### src/logic/fcl_pkg.sv
// package: register map, fields, command codes for command launch control
package fcl_pkg;
   // ************************************************************
   // register byte offsets
   // ************************************************************
   localparam logic [7:0] ADDR_CLKDIV  = 8'h00;
   localparam logic [7:0] ADDR_STATUS  = 8'h04;
   localparam logic [7:0] ADDR_INDEX   = 8'h08;
   localparam logic [7:0] ADDR_COBJ    = 8'h0C;
   localparam logic [7:0] ADDR_VERSION = 8'h10;
   localparam logic [7:0] ADDR_DONE    = 8'h14;
   // ************************************************************
   // fields and values
   // ************************************************************
   localparam int          DIV_W        = 7;
   localparam int          LOADED_BIT   = 7;
   localparam int          COMMAND_COMPLETE_FLAG_BIT     = 7;
   localparam int          ACCESS_ERROR_FLAG_BIT   = 5;
   localparam int          PROTECTION_VIOLATION_FLAG_BIT   = 4;
   localparam int          IDX_W        = 3;
   localparam int          COBJ_WORDS   = 6;
   localparam logic [2:0]  IDX_CMD      = 3'h0;
   localparam logic [15:0] IFR_VER_ADDR = 16'h40B6;
   // version value is arbitrary within the legal range
   localparam logic [3:0]  VERSION_NUM  = 4'h1;
   localparam logic [3:0]  VER_NONE_LO  = 4'h0;
   localparam logic [3:0]  VER_NONE_HI  = 4'hF;
   localparam logic [11:0] VER_RSVD     = 12'h000;
   localparam logic [15:0] COBJ_ZERO    = 16'h0000;
   localparam logic [31:0] RD_ZERO      = 32'h00000000;
   // ************************************************************
   // command codes
   // ************************************************************
   localparam logic [7:0] CMD_EVA   = 8'h01;
   localparam logic [7:0] CMD_EVB   = 8'h02;
   localparam logic [7:0] CMD_EVPS  = 8'h03;
   localparam logic [7:0] CMD_RDO   = 8'h04;
   localparam logic [7:0] CMD_PGMP  = 8'h06;
   localparam logic [7:0] CMD_PGMO  = 8'h07;
   localparam logic [7:0] CMD_ERA   = 8'h08;
   localparam logic [7:0] CMD_ERB   = 8'h09;
   localparam logic [7:0] CMD_ERPS  = 8'h0A;
   localparam logic [7:0] CMD_UNSEC = 8'h0B;
   localparam logic [7:0] CMD_BDKEY = 8'h0C;
   localparam logic [7:0] CMD_UMRG  = 8'h0D;
   localparam logic [7:0] CMD_FMRG  = 8'h0E;
   localparam logic [7:0] CMD_EVES  = 8'h10;
   localparam logic [7:0] CMD_PGME  = 8'h11;
   localparam logic [7:0] CMD_ERES  = 8'h12;
   typedef struct packed {
      logic [7:0] code;
      logic       special;
      logic       secure;
   } fcl_cmd_type;
   typedef enum logic [2:0] {
      ST_IDLE = 3'b001,
      ST_RUN  = 3'b010,
      ST_DONE = 3'b100
   } fcl_state_type;
endpackage

### src/logic/fcl_top.sv
// command launch, validation and register slave for flash controller
`timescale 1ns/1ns
module fcl_top (
   // clock and reset
   input  wire logic        core_clk_i,
   input  wire logic        rst_n_i,
   // apb slave
   input  wire logic        psel_i,
   input  wire logic        penable_i,
   input  wire logic        pwrite_i,
   input  wire logic [7:0]  paddr_i,
   input  wire logic [31:0] pwdata_i,
   output logic      [31:0] prdata_o,
   output logic             pready_o,
   output logic             pslverr_o,
   // mode inputs
   input  wire logic        special_mode_i,
   input  wire logic        secure_i,
   input  wire logic        nvm_resource_select_i,
   // information row read port
   input  wire logic        ifr_rd_i,
   input  wire logic [15:0] ifr_addr_i,
   output logic      [15:0] ifr_rdata_o,
   // memory controller side
   input  wire logic        ctrl_done_i,
   input  wire logic        ctrl_prot_viol_i,
   output logic             launch_o,
   output logic      [95:0] launch_params_o,
   output logic      [6:0]  program_time_base_div_o
);
   // ************************************************************
   // functions
   // ************************************************************
   // command permission table by mode and security
   function automatic logic cmd_allowed(input fcl_pkg::fcl_cmd_type c);
      logic ss_sec;
      ss_sec = c.special & c.secure;
      case (c.code)
         fcl_pkg::CMD_EVA, fcl_pkg::CMD_EVB:
            cmd_allowed = 1'b1;
         fcl_pkg::CMD_EVPS, fcl_pkg::CMD_RDO, fcl_pkg::CMD_PGMP,
         fcl_pkg::CMD_PGMO, fcl_pkg::CMD_ERB, fcl_pkg::CMD_ERPS,
         fcl_pkg::CMD_UMRG, fcl_pkg::CMD_EVES, fcl_pkg::CMD_PGME,
         fcl_pkg::CMD_ERES:
            cmd_allowed = ~ss_sec;
         fcl_pkg::CMD_ERA, fcl_pkg::CMD_UNSEC:
            cmd_allowed = c.special;
         fcl_pkg::CMD_BDKEY:
            cmd_allowed = ~c.special;
         fcl_pkg::CMD_FMRG:
            cmd_allowed = c.special & ~c.secure;
         default:
            cmd_allowed = 1'b0;
      endcase
   endfunction
   // commands that program or erase and need the divider
   function automatic logic cmd_pgm_erase(input logic [7:0] code);
      case (code)
         fcl_pkg::CMD_PGMP, fcl_pkg::CMD_PGMO, fcl_pkg::CMD_ERA,
         fcl_pkg::CMD_ERB, fcl_pkg::CMD_ERPS, fcl_pkg::CMD_UNSEC,
         fcl_pkg::CMD_PGME, fcl_pkg::CMD_ERES:
            cmd_pgm_erase = 1'b1;
         default:
            cmd_pgm_erase = 1'b0;
      endcase
   endfunction
   // ************************************************************
   // state
   // ************************************************************
   logic [6:0]              div_r;
   logic                    loaded_r;
   logic                    command_complete_flag_r;
   logic                    access_error_flag_r;
   logic                    protection_violation_flag_r;
   logic [2:0]              idx_r;
   logic [15:0]             cobj_r [fcl_pkg::COBJ_WORDS];
   fcl_pkg::fcl_state_type  state_r;
   logic                    wr_en;
   logic                    rd_en;
   logic                    launch_req;
   logic                    bad_cmd;
   fcl_pkg::fcl_cmd_type    cmd;
   assign wr_en = psel_i & penable_i & pwrite_i & pready_o;
   assign rd_en = psel_i & ~penable_i & ~pwrite_i;
   assign cmd.code    = cobj_r[fcl_pkg::IDX_CMD][15:8];
   assign cmd.special = special_mode_i;
   assign cmd.secure  = secure_i;
   // write-one to completion flag while idle launches
   assign launch_req = wr_en & (paddr_i == fcl_pkg::ADDR_STATUS)
                     & pwdata_i[fcl_pkg::COMMAND_COMPLETE_FLAG_BIT] & command_complete_flag_r;
   assign bad_cmd = ~cmd_allowed(cmd)
                  | (cmd_pgm_erase(cmd.code) & ~loaded_r);
   // ************************************************************
   // apb handshake: no wait states, ready registered from the setup phase
   // ************************************************************
   always_ff @(posedge core_clk_i) begin
      if (!rst_n_i) begin
         pready_o <= 1'b0;
      end else begin
         pready_o <= psel_i & ~penable_i;
      end
   end
   // ************************************************************
   // divider register
   // ************************************************************
   always_ff @(posedge core_clk_i) begin
      if (!rst_n_i) begin
         div_r    <= 7'h00;
         loaded_r <= 1'b0;
      end else if (wr_en && paddr_i == fcl_pkg::ADDR_CLKDIV) begin
         div_r    <= pwdata_i[fcl_pkg::DIV_W-1:0];
         loaded_r <= 1'b1;
      end
   end
   // ************************************************************
   // index and command array
   // ************************************************************
   always_ff @(posedge core_clk_i) begin
      if (!rst_n_i) begin
         idx_r <= 3'h0;
      end else if (wr_en && paddr_i == fcl_pkg::ADDR_INDEX) begin
         idx_r <= pwdata_i[fcl_pkg::IDX_W-1:0];
      end
   end
   always_ff @(posedge core_clk_i) begin
      if (!rst_n_i) begin
         for (int i = 0; i < fcl_pkg::COBJ_WORDS; i++) begin
            cobj_r[i] <= fcl_pkg::COBJ_ZERO;
         end
      end else if (wr_en && paddr_i == fcl_pkg::ADDR_COBJ && command_complete_flag_r
                   && idx_r < 3'(fcl_pkg::COBJ_WORDS)) begin
         cobj_r[idx_r] <= pwdata_i[15:0];
      end
   end
   // ************************************************************
   // launch sequencer
   // ************************************************************
   always_ff @(posedge core_clk_i) begin
      if (!rst_n_i) begin
         state_r  <= fcl_pkg::ST_IDLE;
         command_complete_flag_r   <= 1'b1;
         launch_o <= 1'b0;
      end else begin
         launch_o <= 1'b0;
         case (state_r)
            fcl_pkg::ST_IDLE: begin
               if (launch_req) begin
                  command_complete_flag_r <= 1'b0;
                  if (bad_cmd) begin
                     state_r <= fcl_pkg::ST_DONE;
                  end else begin
                     launch_o <= 1'b1;
                     state_r  <= fcl_pkg::ST_RUN;
                  end
               end
            end
            fcl_pkg::ST_RUN: begin
               if (ctrl_done_i) begin
                  state_r <= fcl_pkg::ST_DONE;
               end
            end
            fcl_pkg::ST_DONE: begin
               command_complete_flag_r  <= 1'b1;
               state_r <= fcl_pkg::ST_IDLE;
            end
            default: begin
               state_r <= fcl_pkg::ST_IDLE;
               command_complete_flag_r  <= 1'b1;
            end
         endcase
      end
   end
   // ************************************************************
   // error flags: set wins over write-one clear
   // ************************************************************
   always_ff @(posedge core_clk_i) begin
      if (!rst_n_i) begin
         access_error_flag_r <= 1'b0;
         protection_violation_flag_r <= 1'b0;
      end else begin
         if (launch_req && bad_cmd) begin
            access_error_flag_r <= 1'b1;
         end else if (wr_en && paddr_i == fcl_pkg::ADDR_STATUS
                      && pwdata_i[fcl_pkg::ACCESS_ERROR_FLAG_BIT]) begin
            access_error_flag_r <= 1'b0;
         end
         if (ctrl_prot_viol_i) begin
            protection_violation_flag_r <= 1'b1;
         end else if (wr_en && paddr_i == fcl_pkg::ADDR_STATUS
                      && pwdata_i[fcl_pkg::PROTECTION_VIOLATION_FLAG_BIT]) begin
            protection_violation_flag_r <= 1'b0;
         end
      end
   end
   // ************************************************************
   // outputs to controller, apb read data
   // ************************************************************
   always_ff @(posedge core_clk_i) begin
      if (!rst_n_i) begin
         launch_params_o         <= 96'h0;
         program_time_base_div_o <= 7'h00;
         prdata_o                <= fcl_pkg::RD_ZERO;
         pslverr_o               <= 1'b0;
      end else begin
         program_time_base_div_o <= div_r;
         if (launch_req) begin
            launch_params_o <= {cobj_r[5], cobj_r[4], cobj_r[3],
                                cobj_r[2], cobj_r[1], cobj_r[0]};
         end
         pslverr_o <= 1'b0;
         prdata_o  <= fcl_pkg::RD_ZERO;
         if (rd_en) begin
            case (paddr_i)
               fcl_pkg::ADDR_CLKDIV:
                  prdata_o <= {24'h0, loaded_r, div_r};
               fcl_pkg::ADDR_STATUS:
                  prdata_o <= {24'h0, command_complete_flag_r, 1'b0, access_error_flag_r, protection_violation_flag_r,
                               4'h0};
               fcl_pkg::ADDR_INDEX:
                  prdata_o <= {29'h0, idx_r};
               fcl_pkg::ADDR_COBJ:
                  prdata_o <= (idx_r < 3'(fcl_pkg::COBJ_WORDS)) ?
                              {16'h0, cobj_r[idx_r]} :
                              fcl_pkg::RD_ZERO;
               fcl_pkg::ADDR_VERSION:
                  prdata_o <= {28'h0, fcl_pkg::VERSION_NUM};
               default:
                  pslverr_o <= 1'b1;
            endcase
         end
      end
   end
   // ************************************************************
   // information row version word
   // ************************************************************
   always_ff @(posedge core_clk_i) begin
      if (!rst_n_i) begin
         ifr_rdata_o <= fcl_pkg::COBJ_ZERO;
      end else if (ifr_rd_i && nvm_resource_select_i
                   && ifr_addr_i == fcl_pkg::IFR_VER_ADDR) begin
         ifr_rdata_o <= {fcl_pkg::VER_RSVD,
                         fcl_pkg::VERSION_NUM};
      end else begin
         ifr_rdata_o <= fcl_pkg::COBJ_ZERO;
      end
   end
   // ************************************************************
   // assertions
   // ************************************************************
   property p_launch_clears;
      @(posedge core_clk_i) disable iff (!rst_n_i)
      launch_req |=> !command_complete_flag_r;
   endproperty
   a_launch_clears: assert property (p_launch_clears)
      else $error("completion flag not cleared on launch");
   property p_bad_sets_err;
      @(posedge core_clk_i) disable iff (!rst_n_i)
      launch_req && bad_cmd |=> access_error_flag_r && !launch_o ##1 command_complete_flag_r;
   endproperty
   a_bad_sets_err: assert property (p_bad_sets_err)
      else $error("refused command mishandled");
   property p_nodiv;
      @(posedge core_clk_i) disable iff (!rst_n_i)
      launch_req && !loaded_r && cmd_pgm_erase(cmd.code) |=> access_error_flag_r;
   endproperty
   a_nodiv: assert property (p_nodiv)
      else $error("missing divider not flagged");
   property p_div_loaded;
      @(posedge core_clk_i) disable iff (!rst_n_i)
      wr_en && paddr_i == fcl_pkg::ADDR_CLKDIV |=> loaded_r;
   endproperty
   a_div_loaded: assert property (p_div_loaded)
      else $error("divider loaded flag not set");
   property p_busy_lock;
      @(posedge core_clk_i) disable iff (!rst_n_i)
      !command_complete_flag_r |=> $stable(cobj_r[0]);
   endproperty
   a_busy_lock: assert property (p_busy_lock)
      else $error("command array changed while busy");
   property p_run_busy;
      @(posedge core_clk_i) disable iff (!rst_n_i)
      state_r == fcl_pkg::ST_RUN |-> !command_complete_flag_r;
   endproperty
   a_run_busy: assert property (p_run_busy)
      else $error("completion flag set during execution");
   property p_done_sets;
      @(posedge core_clk_i) disable iff (!rst_n_i)
      state_r == fcl_pkg::ST_RUN && ctrl_done_i |=> ##1 command_complete_flag_r;
   endproperty
   a_done_sets: assert property (p_done_sets)
      else $error("completion flag not restored");
   property p_ifr_gate;
      @(posedge core_clk_i) disable iff (!rst_n_i)
      !nvm_resource_select_i |=> ifr_rdata_o == fcl_pkg::COBJ_ZERO;
   endproperty
   a_ifr_gate: assert property (p_ifr_gate)
      else $error("information row read without select");
   property p_fmrg;
      @(posedge core_clk_i) disable iff (!rst_n_i)
      launch_req && cmd.code == fcl_pkg::CMD_FMRG && cmd.secure
      |=> !launch_o;
   endproperty
   a_fmrg: assert property (p_fmrg)
      else $error("field margin launched while secured");
   c_launch: cover property (@(posedge core_clk_i) launch_o);
   c_refused: cover property (@(posedge core_clk_i)
      launch_req && bad_cmd);
   c_done: cover property (@(posedge core_clk_i)
      state_r == fcl_pkg::ST_RUN && ctrl_done_i);
endmodule

### config.mk
export PLATFORM = sky130hd
export DESIGN_NAME = fcl_top
export DESIGN_NICKNAME = d
export VERILOG_FILES = /design/src/logic/fcl_pkg.sv /design/src/logic/fcl_top.sv
export SDC_FILE = /design/constraint.sdc
export NUM_CORES = 1
export LEC_CHECK = 0
export BUFFER_PORTS_ARGS = -buffer_cell sky130_fd_sc_hd__buf_4
export CORE_AREA = 2 2 123 172
export DETAILED_ROUTE_END_ITERATION = 10
export DIE_AREA = 0 0 125 174
export PLACE_DENSITY = 0.77
export SETUP_SLACK_MARGIN = 0.3
export SLEW_MARGIN = 25
export SYNTH_ARGS = -nofsm -noshare
export SYNTH_HDL_FRONTEND = slang
export SYNTH_SLANG_ARGS = --single-unit
export TNS_END_PERCENT = 50
### constraint.sdc
create_clock -name core_clk_i -period 9.2 [get_ports core_clk_i]
set_input_delay 1.84 -clock core_clk_i [delete_from_list [all_inputs] [get_ports core_clk_i]]
set_output_delay 1.84 -clock core_clk_i [all_outputs]
set_load 0.01 [all_outputs]
==> results of run 1 <==
final timing paths:
kind | start | end | slack (ns) | depth (start not counted)
worst max-delay path | paddr_i[1] | cobj_r[0][13]$_SDFFCE_PN0P_ | 4.24 | 6
worst min-delay path | launch_params_o[34]$_SDFFE_PN0P_ | launch_params_o[34]$_SDFFE_PN0P_ | 0.45 | 2
worst max register to register | pready_o$_SDFF_PN0_ | cobj_r[0][13]$_SDFFCE_PN0P_ | 5.70 | 5
worst min register to register | launch_params_o[34]$_SDFFE_PN0P_ | launch_params_o[34]$_SDFFE_PN0P_ | 0.45 | 2
worst max-delay path: stages:
cell	delay (ns)
buf_4	0.11
or4_4	0.54
or4_4	0.63
nor4_4	0.80
and2b_4	0.43
nand2b_1	0.74
placed cells by master (no fill, tap or decap), drive strengths merged, types with 2 or more instances in the layout:
| cell type | n |
|---|---|
| a211oi | 2 |
| a21oi | 101 |
| and2 | 72 |
| and3 | 32 |
| buf | 180 |
| clkbuf | 32 |
| clkinv | 11 |
| conb | 63 |
| dfxtp | 143 |
| edfxtp | 128 |
| ha | 4 |
| inv | 8 |
| mux2i | 31 |
| mux4 | 32 |
| nand2 | 205 |
| nand2b | 9 |
| nand3 | 6 |
| nand3b | 2 |
| nand4 | 3 |
| nand4b | 2 |
| nor2 | 28 |
| nor2b | 3 |
| nor3 | 5 |
| nor4 | 5 |
| o21ai | 11 |
| o31ai | 2 |
| o32ai | 5 |
| or2 | 2 |
| or3 | 3 |
| or4 | 2 |
state kept, by name, summed over array words and instances (netlist names), 3 cells and up, named ones only:
name and count:
div_r 7, program_time_base_div_o 7, idx_r 3, state_r 3, launch_params_o 96, cobj_r 128, prdata_o 16
metrics by stage:
stage	utilization (%)	setup slack (ns)
global route	64.58	4.127
detailed placement	60.82	3.713
global placement	60.79	3.744
finish	64.58	4.240
CTS	64.52	4.251
floorplan	-	4.567
final cells by class:
| cell class | count | area (sq um) | share of cell area [%] |
|---|---|---|---|
| Clock buffer | 32 | 661.9 | 5.042 |
| Clock inverter | 13 | 90.09 | 0.6863 |
| Inverter | 8 | 31.28 | 0.2383 |
| Multi-Input combinational cell | 645 | 3953 | 30.11 |
| Sequential cell | 271 | 6711 | 51.13 |
| Tap cell | 256 | 320.3 | 2.440 |
| Timing Repair Buffer | 180 | 1359 | 10.35 |
per-layer routing:
| metal | global-route usage, % | wire [um] | share of wire, % | vias to the layer above |
|---|---|---|---|---|
| li1 | - | - | - | 3595 |
| met1 | 30.81 | 10250 | 38 | 3718 |
| met2 | 41.06 | 13610 | 50 | 321 |
| met3 | 4.124 | 2106 | 7.8 | 59 |
| met4 | 10.09 | 1017 | 3.8 | 0 |
| met5 | 0 | 0 | 0 | - |
where the power goes:
group / internal [mW] / switching [mW] / total, mW
clock: 0.536 / 0.430 / 0.967
sequential: 1.28 / 0.0114 / 1.29
combinational: 0.0264 / 0.0502 / 0.0766
total: 1.84 / 0.492 / 2.33
cell families (layout without fill, tap and decap cells):
| kind of cell | Yosys count | count (layout) | synth area share [%] |
|---|---|---|---|
| muxes | 63 | 63 | 9.417 |
| AOI/OAI and AO/OA | 130 | 130 | 6.629 |
| buffers and inverters | 103 | 233 | 4.834 |
| DFF | 271 | 271 | 61.26 |
| and+or+nand+nor | 385 | 385 | 17.37 |
| other | 1 | 63 | 0.03425 |
| adders and majority gates | 4 | 4 | 0.4572 |
==> flow_summary.json, run 1 <==
{
  "yosys_warnings": 0,
  "coreArea_sq_um": 20320,
  "syn_avg_cell_area_sq_um": 11.44,
  "power_density_nw_per_um2": 177.6,
  "fp.dieH_um": 174,
  "holdWs_ns": 0.4500,
  "yosysTopAreaCell": "edfxtp_1",
  "synth_edf_count": 128,
  "synth_area_sq_um": 10950,
  "drt_wl_total_mm": 26.99,
  "rows": 62,
  "synthTopCellsByArea": "edfxtp_1 35%, dfxtp_1 26%, nand2_1 7.0%",
  "critPathMaxFanout": 18,
  "dpl.cell_count": 1359,
  "max_freq_mhz": 201.6,
  "htreeDepth": 1,
  "cts_sinks": 271,
  "syn2layout_area_growth_pct": 19.90,
  "initialDrtViolationCount": 675,
  "cts-root-buf": "clkbuf_16",
  "p_total_mw": 2.331,
  "cts_tree": "yes",
  "drt_first_pass_iters": 5,
  "drv_cap": 0,
  "grt_pass1_vias": 7437,
  "status": "finished, final reports clean",
  "postCtsSetupRepairBufs": 0,
  "fin_crit_ns": 4.960,
  "power_leakage_nw": 5.185,
  "setup_viol": 0,
  "via_count": 7693,
  "synth_seq_area_share_pct": 61.26,
  "place_congestion": 0.8509,
  "postPlaceCellArea_sq_um": 12360,
  "numCtsBuffers": 25,
  "drv_slew": 0,
  "fill_cells": 1633,
  "final_cell_area_sq_um": 13130,
  "hold_path.class": "reg -> reg",
  "setup_tns_ns": 0,
  "end_kind": "flip-flop",
  "detail_route.vias_per_cell": 5.475,
  "synthTopCellsByCount": "205 x nand2_1, 143 x dfxtp_1, 128 x edfxtp_1",
  "path_class": "in -> reg",
  "synth_seq_cells": 271,
  "ant_nets": 0,
  "peakVddDrop_uv": 147.3,
  "drc": 0,
  "drive_gt1_share_pct": 22.98,
  "insertion_delay_ns": 0.52,
  "overflow": 0,
  "start_util_pct": 53.87,
  "hpwl_mm": 18.08,
  "clock-skew-final_ns": 0.01485,
  "dieArea_sq_um": 21750,
  "antenna_found_initial": 0,
  "worstSetupStartpointType": "input port",
  "cp.required_ns": 9.34,
  "final_hold_viol_count": 0,
  "die_w_um": 125,
  "async_flop_share_pct": 0,
  "cts_hold_buf": 0,
  "grt_pass1_wl_mm": 41.19,
  "tightest_slew_ns": 1.148,
  "portBuffers": 173,
  "ys.flop_type": "dfxtp_1",
  "clockBufferDepth": 3,
  "grt_usage_pct": 24.20,
  "synth_most_common_cell": "nand2_1",
  "synthDistinctLibCells": 50,
  "grt_max_degree": 111,
  "wl_per_cell_um": 19.21,
  "antennaDiodeCount": 0,
  "yosys.area.top_type_share_pct": 35.11,
  "fin_cells": 1405,
  "syn_inst": 957,
  "fin_crit_sh_pct": 53.91,
  "rsz0062_at_grt": "false",
  "maxSlewHeadroom_pct": 23.03,
  "clk_pin_slew_ns": 0.06,
  "worst_ep_arrival_time_ns": 5.10,
  "io_pins": 221,
  "ctsResizeCount": 0,
  "nNetsFinal": 1202
}
Power figures use the tool's default switching activity.
==> inputs of run 2 (changes only) <==
ABC_AREA = 1   (was unset)
CORE_AREA = 2 2 129 181   (was 2 2 123 172)
DIE_AREA = 0 0 131 183   (was 0 0 125 174)
PLACE_DENSITY = 0.74   (was 0.77)
clock period = 4.43 ns   (was 9.2 ns; I/O delays follow)
==> flow_summary.json, run 2 <==
{
  "status": "finished, final reports clean",
  "clockBufferDepth": 3,
  "regArea_sq_um": 6706,
  "cts_sinks": 271,
  "min_path_cells": 2,
  "die_w_um": 131,
  "drc": 0,
  "largest_reg_flops": 128,
  "coreArea_sq_um": 22370,
  "insertion_delay_ns": 0.52,
  "reg2reg_slack_ns": 1.83,
  "start_util_pct": 49.35,
  "clock-skew-final_ns": 0.01122,
  "synth_edf_count": 128,
  "grt_usage_pct": 23.78,
  "yosys_warnings": 0,
  "ys.flop_type": "dfxtp_1",
  "antenna_found_initial": 0,
  "synthTopCellsByCount": "278 x nor2_1, 174 x o21ai_0, 143 x dfxtp_1",
  "top_regs": "cobj_r: 128 flops, launch_params_o: 96 flops, prdata_o: 16 flops",
  "via_count": 8836,
  "hpwl_mm": 19.85,
  "dieArea_sq_um": 23970,
  "synth_seq_cells": 271,
  "place_congestion": 0.8815,
  "postCtsSetupRepairBufs": 0,
  "cts_hold_buf": 0,
  "synth_most_common_cell": "nor2_1",
  "tightest_slew_ns": 0.9178,
  "grt_pass1_vias": 8220,
  "drt_first_pass_iters": 5,
  "worst_ep_arrival_time_ns": 2.96,
  "drt_wl_total_mm": 29.18,
  "fill_cells": 1940,
  "grt_pass1_wl_mm": 44.12,
  "final_common_cell": "nor2_1",
  "io_pins": 221,
  "fp.dieH_um": 183,
  "multiInputGateArea_sq_um": 3676,
  "cts-root-buf": "clkbuf_16",
  "antennaDiodeCount": 0,
  "drv_cap": 0,
  "fin_crit_ns": 2.817,
  "slowest_stage": "nand2_1",
  "htreeDepth": 1,
  "yosysTopAreaCell": "edfxtp_1",
  "async_flop_share_pct": 0,
  "ant_nets": 0,
  "synth_seq_area_share_pct": 60.76,
  "critPathMaxFanout": 17,
  "syn_avg_cell_area_sq_um": 9.260,
  "drv_slew": 0,
  "max_stage_delay_ns": 0.73,
  "finalWorstSetupSlack_ns": 1.613,
  "power_leakage_nw": 5.862,
  "fin_crit_sh_pct": 63.59,
  "portBuffers": 173,
  "worstSetupStartpointType": "input port",
  "cts_tree": "yes",
  "dp_slack_ns": 1.091,
  "setup_viol": 0,
  "numCtsBuffers": 25,
  "rsz0062_at_grt": "false",
  "initialDrtViolationCount": 744,
  "final_cell_mix": "278 x nor2_1, 183 x buf_4, 173 x o21ai_0",
  "clk_pin_slew_ns": 0.06,
  "worstPathCellList": "buf_4 -> nor2_1 -> inv_1 -> nor2_2 -> nand3b_2 -> nor2_4 -> nand2_4 -> nor2_8 -> nand3_4 -> nand2_1",
  "syn2layout_area_growth_pct": 21.14,
  "yosys.area.top_type_share_pct": 34.82,
  "final_hold_viol_count": 0,
  "hold_path.class": "reg -> reg",
  "power_density_nw_per_um2": 387.0,
  "synthDistinctLibCells": 36,
  "ctsResizeCount": 0,
  "cp.required_ns": 4.58,
  "maxSlewHeadroom_pct": 38.75,
  "wl_per_cell_um": 17.28,
  "peakVddDrop_uv": 338.1,
  "syn_inst": 1192,
  "drive_gt1_share_pct": 18.59,
  "regMostFlops": "cobj_r",
  "nNetsFinal": 1441,
  "grt_max_degree": 73,
  "end_kind": "flip-flop",
  "overflow": 0,
  "setup_tns_ns": 0,
  "final_core_util_pct": 59.79,
  "rows": 65,
  "synthTopCellsByArea": "edfxtp_1 35%, dfxtp_1 26%, nor2_1 9.5%",
  "worstRegToRegCells": 8,
  "max_freq_mhz": 355.0,
  "path_class": "in -> reg",
  "detail_route.vias_per_cell": 5.231,
  "synth_area_sq_um": 11040
}
[run 2: worst paths after layout]
kind,start,end
setup / recovery,paddr_i[1],cobj_r[1][4]$_SDFFCE_PN0P_
hold / removal,div_r[4]$_SDFFE_PN0P_,program_time_base_div_o[4]$_SDFF_PN0_
setup reg to reg,idx_r[2]$_SDFFE_PN0P_,cobj_r[1][4]$_SDFFCE_PN0P_
hold reg to reg,div_r[4]$_SDFFE_PN0P_,program_time_base_div_o[4]$_SDFF_PN0_
[run 2: cell families after synthesis]
logic type | count (synthesis) | synth area share, %
flops | 271 | 60.76
other cells | 1 | 0.03397
compound gates | 267 | 12.85
simple gates | 458 | 17.85
buf+inv | 191 | 8.048
fa+ha+maj | 4 | 0.4534
[run 2: per-layer routing]
layer  GRT usage [%]  share of wire (%)  vias to the layer above
li1                -                  -                     4213
met1           31.04                 39                     4175
met2           40.17                 50                      383
met3           3.063                7.6                       65
met4           8.979                3.4                        0
met5               0                  0                        -
[run 2: through the flow]
step	hold slack, ns	area, sq um	cells	power (mW)
6_report	0.4468	13370	1689	5.175
5_1_grt	0.4616	13370	1689	5.317
4_1_cts	0.4467	13370	1689	5.194
3_5_place_dp	0.4366	12500	1644	2.966
3_3_place_gp	0.4361	12500	1644	2.958
2_1_floorplan	0.4170	11270	1254	2.894
[run 2: area by class of cell]
cell class / instances / area share (%)
flip-flops and latches: 271 / 50.15
multi-input cells: 792 / 27.49
repair buffers: 183 / 10.27
clock buffers: 35 / 5.745
well taps: 301 / 2.816
inverters: 97 / 2.723
clock inverters: 10 / 0.7954
[run 2: power breakdown]
part	switching, mW	internal, mW	leakage, nW
clock network	0.932	1.33	0.421
registers	0.0324	2.67	2.47
logic	0.142	0.0698	2.97
total	1.11	4.07	5.86
[run 2: worst max-delay path: cells and delay by family]
family        cells  cell delay [ns]
buf+inv           2             0.19
simple gates      8             1.88
==> inputs of run 3 (changes only) <==
clock period = 2.4 ns   (was 4.43 ns; I/O delays follow)
==> flow_summary.json, run 3 (synthesis gave the netlist of run 2 again) <==
{
  "path_class": "reg -> reg",
  "portBuffers": 173,
  "htreeDepth": 1,
  "maxSlewHeadroom_pct": 38.29,
  "min_path_cells": 2,
  "grt_usage_pct": 23.96,
  "p_clk_share_pct": 42.4,
  "rows": 65,
  "worstSetupStartpointType": "flip-flop",
  "detail_route.vias_per_cell": 5.231,
  "final_common_cell": "nor2_1",
  "swShare_pct": 22.24,
  "max_stage_delay_ns": 0.40,
  "largest_reg_flops": 128,
  "end_kind": "flip-flop",
  "critPathMaxFanout": 16,
  "regMostFlops": "cobj_r",
  "drt_wl_total_mm": 29.14,
  "initialDrtViolationCount": 887,
  "final_cell_mix": "278 x nor2_1, 200 x buf_4, 173 x o21ai_0",
  "setup_tns_ns": 0,
  "ctsResizeCount": 0,
  "cts-root-buf": "clkbuf_16",
  "worstPathCellList": "nand2_1 -> nand2_1 -> nand3b_2 -> nor2_4 -> nand2_1 -> nand2_1 -> o21ai_0 -> inv_1 -> buf_12",
  "worstRegToRegCells": 9,
  "grt_pass1_wl_mm": 44.67,
  "insertion_delay_ns": 0.53,
  "drc": 0,
  "clock-skew-final_ns": 0.01071,
  "antenna_found_initial": 0,
  "grt_max_degree": 93,
  "io_pins": 221,
  "grt_pass1_vias": 8596,
  "hold_path.class": "in -> reg",
  "cp.required_ns": 2.63,
  "critPathTopFamily": "simple AND/OR/NAND/NOR gates",
  "cp.depth": 9,
  "drt_first_pass_iters": 7,
  "final_cell_area_sq_um": 13580,
  "drv_cap": 0,
  "numCtsBuffers": 25,
  "switching_power_mw": 2.092,
  "slowest_stage": "dfxtp_1",
  "regArea_sq_um": 6706,
  "postCtsSetupRepairBufs": 0,
  "path_buf_inv": 2,
  "fin_crit_sh_pct": 79.34,
  "setup_viol": 0,
  "cts_hold_buf": 0,
  "fp.dieH_um": 183,
  "syn2layout_area_growth_pct": 23.03,
  "drive_gt1_share_pct": 20.47,
  "crit_top_cell": "nand2_1",
  "nNetsFinal": 1464,
  "cts_tree": "yes",
  "start_util_pct": 49.35,
  "clk_pin_slew_ns": 0.07,
  "finalWorstSetupSlack_ns": 0.4957,
  "overflow": 0,
  "peakVddDrop_uv": 481.0,
  "power_leakage_nw": 5.999,
  "clockBufferDepth": 3,
  "die_w_um": 131,
  "final_hold_viol_count": 0,
  "multiInputGateArea_sq_um": 3682,
  "dp_slack_ns": 0.09845,
  "dieArea_sq_um": 23970,
  "wl_per_cell_um": 17.01,
  "drv_slew": 0,
  "place_congestion": 0.8809,
  "power_density_nw_per_um2": 692.7,
  "worst_ep_arrival_time_ns": 2.13,
  "via_count": 8960,
  "ant_nets": 0,
  "max_freq_mhz": 525.1,
  "top_regs": "cobj_r: 128 flops, launch_params_o: 96 flops, prdata_o: 16 flops",
  "coreArea_sq_um": 22370,
  "fin_crit_ns": 1.904,
  "cts_sinks": 271,
  "combPwrFrac_pct": 4.7,
  "intPower_mw": 7.315,
  "rsz0062_at_grt": "false",
  "hpwl_mm": 19.99,
  "pwr-share-seq_pct": 53.0,
  "tightest_slew_ns": 0.9246,
  "status": "finished, final reports clean",
  "postPlaceCellArea_sq_um": 12750,
  "antennaDiodeCount": 0,
  "p_total_mw": 9.407,
  "fill_cells": 1903
}
==> run 3: cell types whose count changed in the layout (fill, tap and decap cells not counted), sizes merged <==
cell      change
bufinv        -1
inv           +1
clkinv        +8
clkinvlp      -3
clkbuf        -4
buf          +23
==> run 3: final timing paths <==
check                                      startpoint                               endpoint  slack (ns)
worst max-delay path            idx_r[2]$_SDFFE_PN0P_                 cobj_r[5][3]$_DFFE_PP_        0.50
worst min-delay path                        penable_i                    pready_o$_SDFF_PN0_        0.15
worst max register to register  idx_r[2]$_SDFFE_PN0P_                 cobj_r[5][3]$_DFFE_PP_        0.50
worst min register to register  div_r[1]$_SDFFE_PN0P_  program_time_base_div_o[1]$_SDFF_PN0_        0.45
==> run 3: layer usage <==
metal	share of wire (%)	GRT usage, %	wire [um]
met1	38	30.60	11050
met2	49	40.35	14420
met3	7.7	3.092	2255
met4	4.9	10.77	1421
met5	0	0	0
==> run 3: layout make-up <==
| class | count | share of cell area, % |
|---|---|---|
| Clock inverter | 15 | 0.8753 |
| Timing Repair Buffer | 206 | 11.94 |
| Sequential cell | 271 | 49.38 |
| Inverter | 97 | 2.681 |
| Tap cell | 301 | 2.773 |
| Clock buffer | 31 | 5.233 |
| Multi-Input combinational cell | 792 | 27.11 |
==> run 3: per-stage QoR <==
step	hold WS, ns	cells	util (%)
global placement	0.4329	1667	57.01
global route	0.1623	1713	60.72
finish	0.1464	1713	60.72
detailed placement	0.4371	1667	57.01
CTS	0.1391	1713	60.72
floorplan	0.4170	1254	-
==> run 3: power groups by stage <==
stage	clock network [mW]	registers (mW)	logic, mW
finish	3.98	4.98	0.439
global route	4.21	4.99	0.495
floorplan	0	5.06	0.278
global placement	0	5.08	0.415
CTS	4.01	4.98	0.432
detailed placement	0	5.08	0.429
